===== src/verilog/rtc_pkg.sv =====
package rtc_pkg;

    // register offsets on the register port
    localparam logic [7:0] SEC_ADDR     = 8'h40;
    localparam logic [7:0] MIN_ADDR     = 8'h41;
    localparam logic [7:0] HOUR_ADDR    = 8'h42;
    localparam logic [7:0] WEEKDAY_ADDR = 8'h43;
    localparam logic [7:0] MDAY_ADDR    = 8'h44;
    localparam logic [7:0] MONTH_ADDR   = 8'h45;
    localparam logic [7:0] YEAR_ADDR    = 8'h46;
    // pointer value that refreshes the shadow copy
    localparam logic [7:0] SNAP_ADDR    = 8'h00;

    // field positions
    localparam int HOUR_TEN_BIT   = 4;
    localparam int AFTERNOON_BIT  = 5;
    localparam int FORMAT12_BIT   = 6;
    localparam int MONTH_TEN_BIT  = 4;
    localparam int CENTURY_BIT    = 7;

    // writable field masks; other bits read as zero
    localparam logic [7:0] SEC_MASK     = 8'h7F;
    localparam logic [7:0] MIN_MASK     = 8'h7F;
    localparam logic [7:0] HOUR_MASK    = 8'h7F;
    localparam logic [7:0] WEEKDAY_MASK = 8'h07;
    localparam logic [7:0] MDAY_MASK    = 8'h3F;
    localparam logic [7:0] MONTH_MASK   = 8'h9F;
    localparam logic [7:0] YEAR_MASK    = 8'hFF;

    // reset values
    localparam logic [7:0] SEC_RST     = 8'h00;
    localparam logic [7:0] MIN_RST     = 8'h00;
    localparam logic [7:0] HOUR_RST    = 8'h00;
    localparam logic [7:0] WEEKDAY_RST = 8'h00;
    localparam logic [7:0] MDAY_RST    = 8'h01;
    localparam logic [7:0] MONTH_RST   = 8'h01;
    localparam logic [7:0] YEAR_RST    = 8'h00;

    // counter limits in BCD
    localparam logic [7:0] SEC_LAST     = 8'h59;
    localparam logic [7:0] MIN_LAST     = 8'h59;
    localparam logic [7:0] HOUR24_LAST  = 8'h23;
    localparam logic [7:0] HOUR12_LAST  = 8'h12;
    localparam logic [7:0] HOUR12_TURN  = 8'h11;
    localparam logic [7:0] HOUR12_FIRST = 8'h01;
    localparam logic [2:0] WEEKDAY_LAST = 3'h7;
    localparam logic [2:0] WEEKDAY_FIRST = 3'h1;
    localparam logic [7:0] MONTH_LAST   = 8'h12;
    localparam logic [7:0] YEAR_LAST    = 8'h99;
    localparam logic [7:0] BCD_ONE      = 8'h01;
    localparam logic [7:0] BCD_ZERO     = 8'h00;

    // timing: clock rate and host completion window after a seconds write
    localparam int  CLK_HZ        = 20_000_000;
    localparam int  TICK_HZ       = 1;
    localparam int  SET_WINDOW_MS = 500;
    localparam longint TICK_CYCLES_L = CLK_HZ / TICK_HZ;
    localparam longint SET_WINDOW_CYCLES_L = (CLK_HZ / 1000) * SET_WINDOW_MS;

    // one register access on the local port
    typedef struct packed {
        logic       wr;
        logic       rd;
        logic [7:0] addr;
        logic [7:0] wdata;
    } reg_req_t;

    // full calendar in register layout
    typedef struct packed {
        logic [7:0] sec;
        logic [7:0] min;
        logic [7:0] hour;
        logic [7:0] weekday;
        logic [7:0] mday;
        logic [7:0] month;
        logic [7:0] year;
    } cal_t;

endpackage


===== src/verilog/rtc_bcd_digit_pair.sv =====
`timescale 1ns/1ns
// bcd increment with wrap to a given first value
module rtc_bcd_digit_pair
    import rtc_pkg::*;
(
    // value in
    input  wire logic [7:0] value_in,
    input  wire logic [7:0] last_in,
    input  wire logic [7:0] first_in,
    // result
    output logic      [7:0] next_out,
    output logic            wrap_out
);
    always_comb begin
        wrap_out = (value_in == last_in);
        if (wrap_out) begin
            next_out = first_in;
        end else if (value_in[3:0] >= 4'h9) begin
            next_out = {value_in[7:4] + 4'h1, 4'h0};
        end else begin
            next_out = {value_in[7:4], value_in[3:0] + 4'h1};
        end
    end
endmodule


===== src/verilog/rtc_tick_gen.sv =====
`timescale 1ns/1ns
// sub-second count-up chain; restart clears it so the next tick is a full second away
module rtc_tick_gen
    import rtc_pkg::*;
#(
    parameter int TICK_CYCLES = int'(TICK_CYCLES_L)
)(
    // clock and reset
    input  wire logic clk_in,
    input  wire logic rst_in,
    // control
    input  wire logic restart_in,
    // one-cycle tick
    output logic      tick_out
);
    logic [31:0] count;

    always_ff @(posedge clk_in or posedge rst_in) begin
        if (rst_in) begin
            count    <= 32'h0;
            tick_out <= 1'b0;
        end else if (restart_in) begin
            count    <= 32'h0;
            tick_out <= 1'b0;
        end else if (count == 32'(TICK_CYCLES - 1)) begin
            count    <= 32'h0;
            tick_out <= 1'b1;
        end else begin
            count    <= count + 32'h1;
            tick_out <= 1'b0;
        end
    end
endmodule


===== src/verilog/rtc_timekeeping_counters.sv =====
`timescale 1ns/1ns
// Behaviour
// - seconds count 0..59, wrap to 0, carry into minutes
// - seconds in BCD: units bits 3:0, tens bits 6:4
// - minutes count 0..59, wrap to 0, carry into hours
// - minutes in BCD: units bits 3:0, tens bits 6:4
// - hours run 1..12 in twelve-hour format, 0..23 in twenty-four-hour
// - hours units in bits 3:0, low tens bit in bit 4
// - hours bit 5 is afternoon flag in 12h, high tens bit in 24h
// - hours bit 6 selects format, 1 twelve-hour, resets to 0
// - weekday in bits 2:0, values 1..7, resets to 0
// - date of month counts 1..31
// - date units bits 3:0, tens bits 5:4, resets to 01
// - month counts 1..12
// - month units bits 3:0, tens bit 4, resets to 01
// - century bit 7 of month toggles when year wraps 99 to 0
// - year 0..99 BCD, units 3:0, tens 7:4, resets to 00
// - each register accessed as a whole 8-bit word, read and write
// - seconds write restarts sub-second chain; rest written within 0.5 s
// - reads come from shadow copy refreshed when pointer is zero
// - month end handles short months and leap years
// - weekday advances at midnight, cycling through seven values
module rtc_timekeeping_counters
    import rtc_pkg::*;
#(
    parameter int TICK_CYCLES = int'(TICK_CYCLES_L),
    parameter int SET_WINDOW_CYCLES = int'(SET_WINDOW_CYCLES_L)
)(
    // clock and reset
    input  wire logic       clk_in,
    input  wire logic       rst_in,
    // register port
    input  wire reg_req_t   req_in,
    output logic      [7:0] rdata_out,
    output logic            rvalid_out,
    // status
    output logic            tick_out,
    output logic            set_window_open_out
);
    cal_t        live;
    cal_t        shadow;
    logic        tick;
    logic [31:0] window_count;

    // one register per counter, so each has a single writing process
    logic [7:0]  seconds;
    logic [7:0]  minutes;
    logic [7:0]  hours;
    logic [7:0]  day_of_week;
    logic [7:0]  month_day;
    logic [7:0]  months;
    logic [7:0]  years;

    // write strobes, at most one high per request
    logic        sec_write;
    logic        min_write;
    logic        hour_write;
    logic        weekday_write;
    logic        mday_write;
    logic        month_write;
    logic        year_write;

    assign live = '{
        sec:     seconds,
        min:     minutes,
        hour:    hours,
        weekday: day_of_week,
        mday:    month_day,
        month:   months,
        year:    years
    };

    always_comb begin
        sec_write     = 1'b0;
        min_write     = 1'b0;
        hour_write    = 1'b0;
        weekday_write = 1'b0;
        mday_write    = 1'b0;
        month_write   = 1'b0;
        year_write    = 1'b0;
        if (req_in.wr) begin
            if (req_in.addr == SEC_ADDR) begin
                sec_write = 1'b1;
            end else if (req_in.addr == MIN_ADDR) begin
                min_write = 1'b1;
            end else if (req_in.addr == HOUR_ADDR) begin
                hour_write = 1'b1;
            end else if (req_in.addr == WEEKDAY_ADDR) begin
                weekday_write = 1'b1;
            end else if (req_in.addr == MDAY_ADDR) begin
                mday_write = 1'b1;
            end else if (req_in.addr == MONTH_ADDR) begin
                month_write = 1'b1;
            end else if (req_in.addr == YEAR_ADDR) begin
                year_write = 1'b1;
            end
        end
    end

    rtc_tick_gen #(
        .TICK_CYCLES (TICK_CYCLES)
    ) u_tick (
        .clk_in     (clk_in),
        .rst_in     (rst_in),
        .restart_in (sec_write),
        .tick_out   (tick)
    );

    // counter increment stages
    logic [7:0] next_sec, next_min, next_year, next_month, next_mday;
    logic       sec_wrap, min_wrap, year_wrap, month_wrap, mday_wrap;
    logic [7:0] next_hour;
    logic       hour_wrap;
    logic [2:0] next_weekday;
    logic [7:0] month_last_day;
    logic       leap;
    logic [7:0] hour_val;
    logic [7:0] hour_next_raw;
    logic       hour_raw_wrap;
    logic [7:0] hour_last;
    logic [7:0] hour_first;
    logic       is12;

    rtc_bcd_digit_pair u_sec (
        .value_in (live.sec),
        .last_in  (SEC_LAST),
        .first_in (BCD_ZERO),
        .next_out (next_sec),
        .wrap_out (sec_wrap)
    );

    rtc_bcd_digit_pair u_min (
        .value_in (live.min),
        .last_in  (MIN_LAST),
        .first_in (BCD_ZERO),
        .next_out (next_min),
        .wrap_out (min_wrap)
    );

    // hour value without format and afternoon bits
    assign is12     = live.hour[FORMAT12_BIT];
    assign hour_val = is12 ? {3'b000, live.hour[4:0]} : {2'b00, live.hour[5:0]};
    assign hour_last  = is12 ? HOUR12_LAST : HOUR24_LAST;
    assign hour_first = is12 ? HOUR12_FIRST : BCD_ZERO;

    rtc_bcd_digit_pair u_hour (
        .value_in (hour_val),
        .last_in  (hour_last),
        .first_in (hour_first),
        .next_out (hour_next_raw),
        .wrap_out (hour_raw_wrap)
    );

    always_comb begin
        if (is12) begin
            // afternoon flag flips on the 11 to 12 step; day ends at 11 pm to 12 am
            next_hour = {1'b0, 1'b1, live.hour[AFTERNOON_BIT] ^ (hour_val == HOUR12_TURN),
                         hour_next_raw[4:0]};
            hour_wrap = live.hour[AFTERNOON_BIT] && (hour_val == HOUR12_TURN);
        end else begin
            next_hour = {2'b00, hour_next_raw[5:0]};
            hour_wrap = hour_raw_wrap;
        end
    end

    // weekday wraps 7 to 1; a zero from reset steps to 1
    assign next_weekday = (live.weekday[2:0] == WEEKDAY_LAST) ? WEEKDAY_FIRST
                        : live.weekday[2:0] + 3'h1;

    // leap years: year divisible by 4, with 00 counted as leap
    assign leap = (live.year[4] == 1'b0) ? (live.year[1:0] == 2'b00)
                                         : (live.year[1:0] == 2'b10);

    always_comb begin
        case ({live.month[MONTH_TEN_BIT], live.month[3:0]})
            5'h02:   month_last_day = leap ? 8'h29 : 8'h28;
            5'h04,
            5'h06,
            5'h09,
            5'h11:   month_last_day = 8'h30;
            default: month_last_day = 8'h31;
        endcase
    end

    rtc_bcd_digit_pair u_mday (
        .value_in ({2'b00, live.mday[5:0]}),
        .last_in  (month_last_day),
        .first_in (BCD_ONE),
        .next_out (next_mday),
        .wrap_out (mday_wrap)
    );

    rtc_bcd_digit_pair u_month (
        .value_in ({3'b000, live.month[4:0]}),
        .last_in  (MONTH_LAST),
        .first_in (BCD_ONE),
        .next_out (next_month),
        .wrap_out (month_wrap)
    );

    rtc_bcd_digit_pair u_year (
        .value_in (live.year),
        .last_in  (YEAR_LAST),
        .first_in (BCD_ZERO),
        .next_out (next_year),
        .wrap_out (year_wrap)
    );

    // seconds
    always_ff @(posedge clk_in or posedge rst_in) begin
        if (rst_in) begin
            seconds <= SEC_RST;
        end else if (sec_write) begin
            seconds <= req_in.wdata & SEC_MASK;
        end else if (tick) begin
            seconds <= next_sec;
        end
    end

    // minutes
    always_ff @(posedge clk_in or posedge rst_in) begin
        if (rst_in) begin
            minutes <= MIN_RST;
        end else if (min_write) begin
            minutes <= req_in.wdata & MIN_MASK;
        end else if (tick && sec_wrap) begin
            minutes <= next_min;
        end
    end

    // hours
    always_ff @(posedge clk_in or posedge rst_in) begin
        if (rst_in) begin
            hours <= HOUR_RST;
        end else if (hour_write) begin
            hours <= req_in.wdata & HOUR_MASK;
        end else if (tick && sec_wrap && min_wrap) begin
            hours <= next_hour;
        end
    end

    // weekday
    always_ff @(posedge clk_in or posedge rst_in) begin
        if (rst_in) begin
            day_of_week <= WEEKDAY_RST;
        end else if (weekday_write) begin
            day_of_week <= req_in.wdata & WEEKDAY_MASK;
        end else if (tick && sec_wrap && min_wrap && hour_wrap) begin
            day_of_week <= {5'b00000, next_weekday};
        end
    end

    // date of month
    always_ff @(posedge clk_in or posedge rst_in) begin
        if (rst_in) begin
            month_day <= MDAY_RST;
        end else if (mday_write) begin
            month_day <= req_in.wdata & MDAY_MASK;
        end else if (tick && sec_wrap && min_wrap && hour_wrap) begin
            month_day <= next_mday;
        end
    end

    // month and century
    always_ff @(posedge clk_in or posedge rst_in) begin
        if (rst_in) begin
            months <= MONTH_RST;
        end else if (month_write) begin
            months <= req_in.wdata & MONTH_MASK;
        end else if (tick && sec_wrap && min_wrap && hour_wrap && mday_wrap) begin
            months[4:0] <= next_month[4:0];
            if (month_wrap && year_wrap) begin
                months[CENTURY_BIT] <= ~months[CENTURY_BIT];
            end
        end
    end

    // year
    always_ff @(posedge clk_in or posedge rst_in) begin
        if (rst_in) begin
            years <= YEAR_RST;
        end else if (year_write) begin
            years <= req_in.wdata & YEAR_MASK;
        end else if (tick && sec_wrap && min_wrap && hour_wrap && mday_wrap
                     && month_wrap) begin
            years <= next_year;
        end
    end

    // shadow copy; a read at pointer zero freezes a consistent snapshot
    always_ff @(posedge clk_in or posedge rst_in) begin
        if (rst_in) begin
            shadow <= '0;
        end else if ((req_in.rd || req_in.wr) && req_in.addr == SNAP_ADDR) begin
            shadow <= live;
        end
    end

    // read port: one cycle after the request
    always_ff @(posedge clk_in or posedge rst_in) begin
        if (rst_in) begin
            rdata_out  <= 8'h00;
            rvalid_out <= 1'b0;
        end else begin
            rvalid_out <= req_in.rd;
            if (!req_in.rd) begin
                rdata_out <= 8'h00;
            end else if (req_in.addr == SEC_ADDR) begin
                rdata_out <= shadow.sec;
            end else if (req_in.addr == MIN_ADDR) begin
                rdata_out <= shadow.min;
            end else if (req_in.addr == HOUR_ADDR) begin
                rdata_out <= shadow.hour;
            end else if (req_in.addr == WEEKDAY_ADDR) begin
                rdata_out <= shadow.weekday;
            end else if (req_in.addr == MDAY_ADDR) begin
                rdata_out <= shadow.mday;
            end else if (req_in.addr == MONTH_ADDR) begin
                rdata_out <= shadow.month;
            end else if (req_in.addr == YEAR_ADDR) begin
                rdata_out <= shadow.year;
            end else begin
                rdata_out <= 8'h00;
            end
        end
    end

    // tick mirror for observation
    always_ff @(posedge clk_in or posedge rst_in) begin
        if (rst_in) begin
            tick_out <= 1'b0;
        end else begin
            tick_out <= tick;
        end
    end

    // half-second window after a seconds write, in which the host finishes setting
    always_ff @(posedge clk_in or posedge rst_in) begin
        if (rst_in) begin
            window_count        <= 32'h0;
            set_window_open_out <= 1'b0;
        end else if (sec_write) begin
            window_count        <= 32'(SET_WINDOW_CYCLES);
            set_window_open_out <= 1'b1;
        end else if (window_count != 32'h0) begin
            window_count        <= window_count - 32'h1;
            set_window_open_out <= (window_count != 32'h1);
        end else begin
            set_window_open_out <= 1'b0;
        end
    end

endmodule


===== config.mk =====
export PLATFORM = sky130hd
export DESIGN_NAME = rtc_timekeeping_counters
export DESIGN_NICKNAME = d
export VERILOG_FILES = /design/src/verilog/rtc_pkg.sv /design/src/verilog/rtc_bcd_digit_pair.sv /design/src/verilog/rtc_tick_gen.sv /design/src/verilog/rtc_timekeeping_counters.sv
export SDC_FILE = /design/constraint.sdc
export NUM_CORES = 1
export LEC_CHECK = 0
export BUFFER_PORTS_ARGS = -buffer_cell sky130_fd_sc_hd__buf_2
export CORE_MARGIN = 2
export CORE_UTILIZATION = 55
export CTS_BUF_LIST = sky130_fd_sc_hd__clkbuf_16
export CTS_CLUSTER_DIAMETER = 60
export DETAILED_ROUTE_END_ITERATION = 10
export GPL_ROUTABILITY_DRIVEN = 0
export GPL_TIMING_DRIVEN = 0
export PLACE_DENSITY = 0.73
export SLEW_MARGIN = 20
export SYNTH_ARGS = -nofsm -noshare
export SYNTH_HDL_FRONTEND = slang
export SYNTH_SLANG_ARGS = --single-unit
export TNS_END_PERCENT = 50

===== constraint.sdc =====
create_clock -name clk_in -period 7.9 [get_ports clk_in]
set_clock_uncertainty 0.1 [all_clocks]
set_input_delay 1.975 -clock clk_in [delete_from_list [all_inputs] [get_ports clk_in]]
set_output_delay 1.975 -clock clk_in [all_outputs]
set_load 0.02 [all_outputs]

==> run metrics <==
synth cell count leaders=dfrtp_1 (168), nor2_1 (106), nand2_1 (91); TritonCTS buffer count=17; Root Buffer=clkbuf_16; fmax=233 MHz; Final setup viols=0; Synth Warn #=0; # IOs=31; clk_lat worst skew=430 ps; CTS Sinks=170; Initial Util=55.7%; Final Cycle Share=54.3%; vias post-DR=7248; critical path's largest stage delay=850 ps; Avg Inst Size Synth=9.64 um^2; Primary FF master, synth=dfrtp_1; Die Wd=133 um; Pins Over Slew Limit=0; Post-CTS Setup Inserts=0; Fin Hold WS=320 ps; slew at the pin closest to its max-slew limit=1010 ps; Die H=133 um; Std-Cell Rows=47; FFs w/ async S/R, synth=100%; hold buffer count at CTS=0; final std cells w/o fill=1228; ant diodes=0; largest cells by area after synthesis=dfrtp_1 (46%), ha_1 (4.9%), mux2_2 (4.6%); Worst path slowest cell=nor4_1; DRT Wirelength=21.3 mm; final core utilization=61.9%; crit-path cells=buf_2 -> nor4_1 -> and3_1 -> clkbuf_1 -> nand3_1 -> clkbuf_1 -> nor2_1 -> a31oi_1; CP Data Required Time=8080 ps; CP Data Arrival Time=4480 ps; Total GRT Usage=25.1%; crit path kind=in2reg; CTS H-tree lvls=4; Crit. End Element=flop; layout cells sized above 1=11.2%; PD cells=206 nW/um^2; initial antenna violation count=0; first-pass GRT wire length=35.0 mm; die area=17700 um^2; post-synthesis sequential area ratio=46.5%; total power=2090 uW; max-capacitance violation count=0; vias in the first global route=6694; worst reg2reg path endpoint=years[7]$_DFFE_PP0P_; clk slew on worst S/H paths=60 ps; Area Overhead vs Synth=11.0%; Reg2Reg Setup Slack=4570 ps; critical path's most frequent cell=clkbuf_1; WL/cell=17.4 um; Post-synth EDFFs=0; placed insts=1197; Hold Path Class=reg2reg; DP HPWL=14.8 mm; RSZ-0062 raised after global routing=no; leading area contributor after synthesis=dfrtp_1; first-pass detailed-route iteration total=5; Mapped Area=9150 um^2; initial drt markers=603; hold path depth=0; Seq cells post-synth=170; Synth Net Count=1005; status=completed; Hold Path Sink=tick_out$_DFF_PP0_; peak supply drop=234 uV; Final Hold Viols=0; fin nets=1052; hold path start=u_tick.tick_out$_DFF_PP0_; post-synth top area share=46.0%; core area=16400 um^2; Longest Clk Path Bufs=2; Worst Reg-to-Reg Cells=9; crit path max fanout=10; largest net degree at the start of global routing=101; grt ovf=0; Synth Instances=949; Vias/cell=5.90; CTS tree=built; r2r startpoint=seconds[1]$_DFFE_PP0P_; Remaining DRCs=0; minimum clock period=4290 ps; Slew HR=32.2%; post-CTS sizing=0; Pleak=0.00430 uW; Port Buffer Count=27; count leader, synth=dfrtp_1; Detail Route Antenna Nets=0; Yosys cell types=65; Startpoint Class=primary input
[cells in the final DEF (no fill, tap or decap), types with 6 or more instances in the layout]
cell / n
nor3b_1: 6
nor2_1: 106
nor3_1: 25
or3_1: 10
xor2_1: 28
mux2_2: 37
nor4_1: 8
mux2i_1: 12
o31ai_1: 6
nand3_1: 30
inv_1: 33
buf_2: 31
xnor2_1: 30
nand2_1: 91
nor2b_1: 11
nand2b_1: 10
nand4_1: 26
a211oi_1: 7
clkbuf_16: 17
o21ai_0: 60
a21oi_1: 36
clkbuf_1: 36
a31oi_1: 11
dfrtp_1: 168
and4_1: 8
and3_1: 13
or4_1: 11
nor4b_1: 8
and2_1: 8
ha_1: 36
[cell type report]
type | instances | area [um^2]
Fill cell | 1397 | 6260
Multi-Input combinational cell | 702 | 4590
Sequential cell | 170 | 4260
Clock buffer | 17 | 425
Tap cell | 220 | 275
Buffer | 43 | 176
Timing Repair Buffer | 28 | 163
Inverter | 34 | 135
Clock inverter | 14 | 133
[critical path, delay by kind of cell]
kind	cells	cell delay (ps)
and+or+nand+nor	4	1660
buffers and inverters	3	780
AOI/OAI and AO/OA	1	50
[per-stage QoR]
| stage | setup TNS, ps | cell area, um^2 | worst slack [ps] |
|---|---|---|---|
| after floorplan | 0 | 9150 | 1220 |
| after global placement | -115630 | 9560 | -699 |
| after detailed placement | 0 | 9590 | 3200 |
| after CTS | 0 | 10100 | 3640 |
| after global routing | 0 | 10100 | 3390 |
| final | 0 | 10100 | 3610 |
[sequential cells by signal, summed over array words and instances, names as in the netlist, 6 cells and up]
name / cells
shadow: 47
u_tick.count: 32
window_count: 32
minutes: 8
rdata_out: 8
seconds: 8
years: 8
hours: 7
month_day: 7
months: 6
[logic make-up (layout without fill, tap and decap cells)]
kind of cell             after synthesis  in the layout  synth area share, %
AND/OR/NAND/NOR                      392            392                 22.1
buffers and inverters                 77            136                 3.32
multiplexers                          51             51                 6.36
flip-flops                           170            170                 46.5
AO/OA/AOI/OAI                        165            165                 11.2
XOR/XNOR                              58             58                 5.55
adder cells (fa/ha/maj)               36             36                 4.92
[power breakdown]
group | internal, uW | switching, uW | total [uW]
Clock | 459 | 347 | 806
Combinational | 108 | 152 | 260
Sequential | 947 | 76.0 | 1020
[worst max-delay path by stage]
stage          startpoint                         end  slack, ps  depth (start not counted)
2_1_floorplan      rst_in  day_of_week[0]$_DFFE_PP0P_       1220                          1
3_3_place_gp       rst_in        hours[4]$_DFFE_PP0P_       -700                          2
3_5_place_dp   req_in[11]        years[3]$_DFFE_PP0P_       3200                          8
4_1_cts        req_in[11]        years[3]$_DFFE_PP0P_       3640                          8
5_1_grt        req_in[11]        years[3]$_DFFE_PP0P_       3390                          8
6_report       req_in[11]        years[3]$_DFFE_PP0P_       3610                          8
[metal layers]
metal  vias up  routed length [um]  track usage [%]  share of wire [%]
met5         -                   0                0                  0
met1      3481                9570             35.6                 45
met2       247                9860             39.4                 46
met3        37                1330             4.71                6.3
li1       3483                   -                -                  -
met4         0                 541             7.71                2.5
No activity file was read; power rests on OpenSTA's default activity.
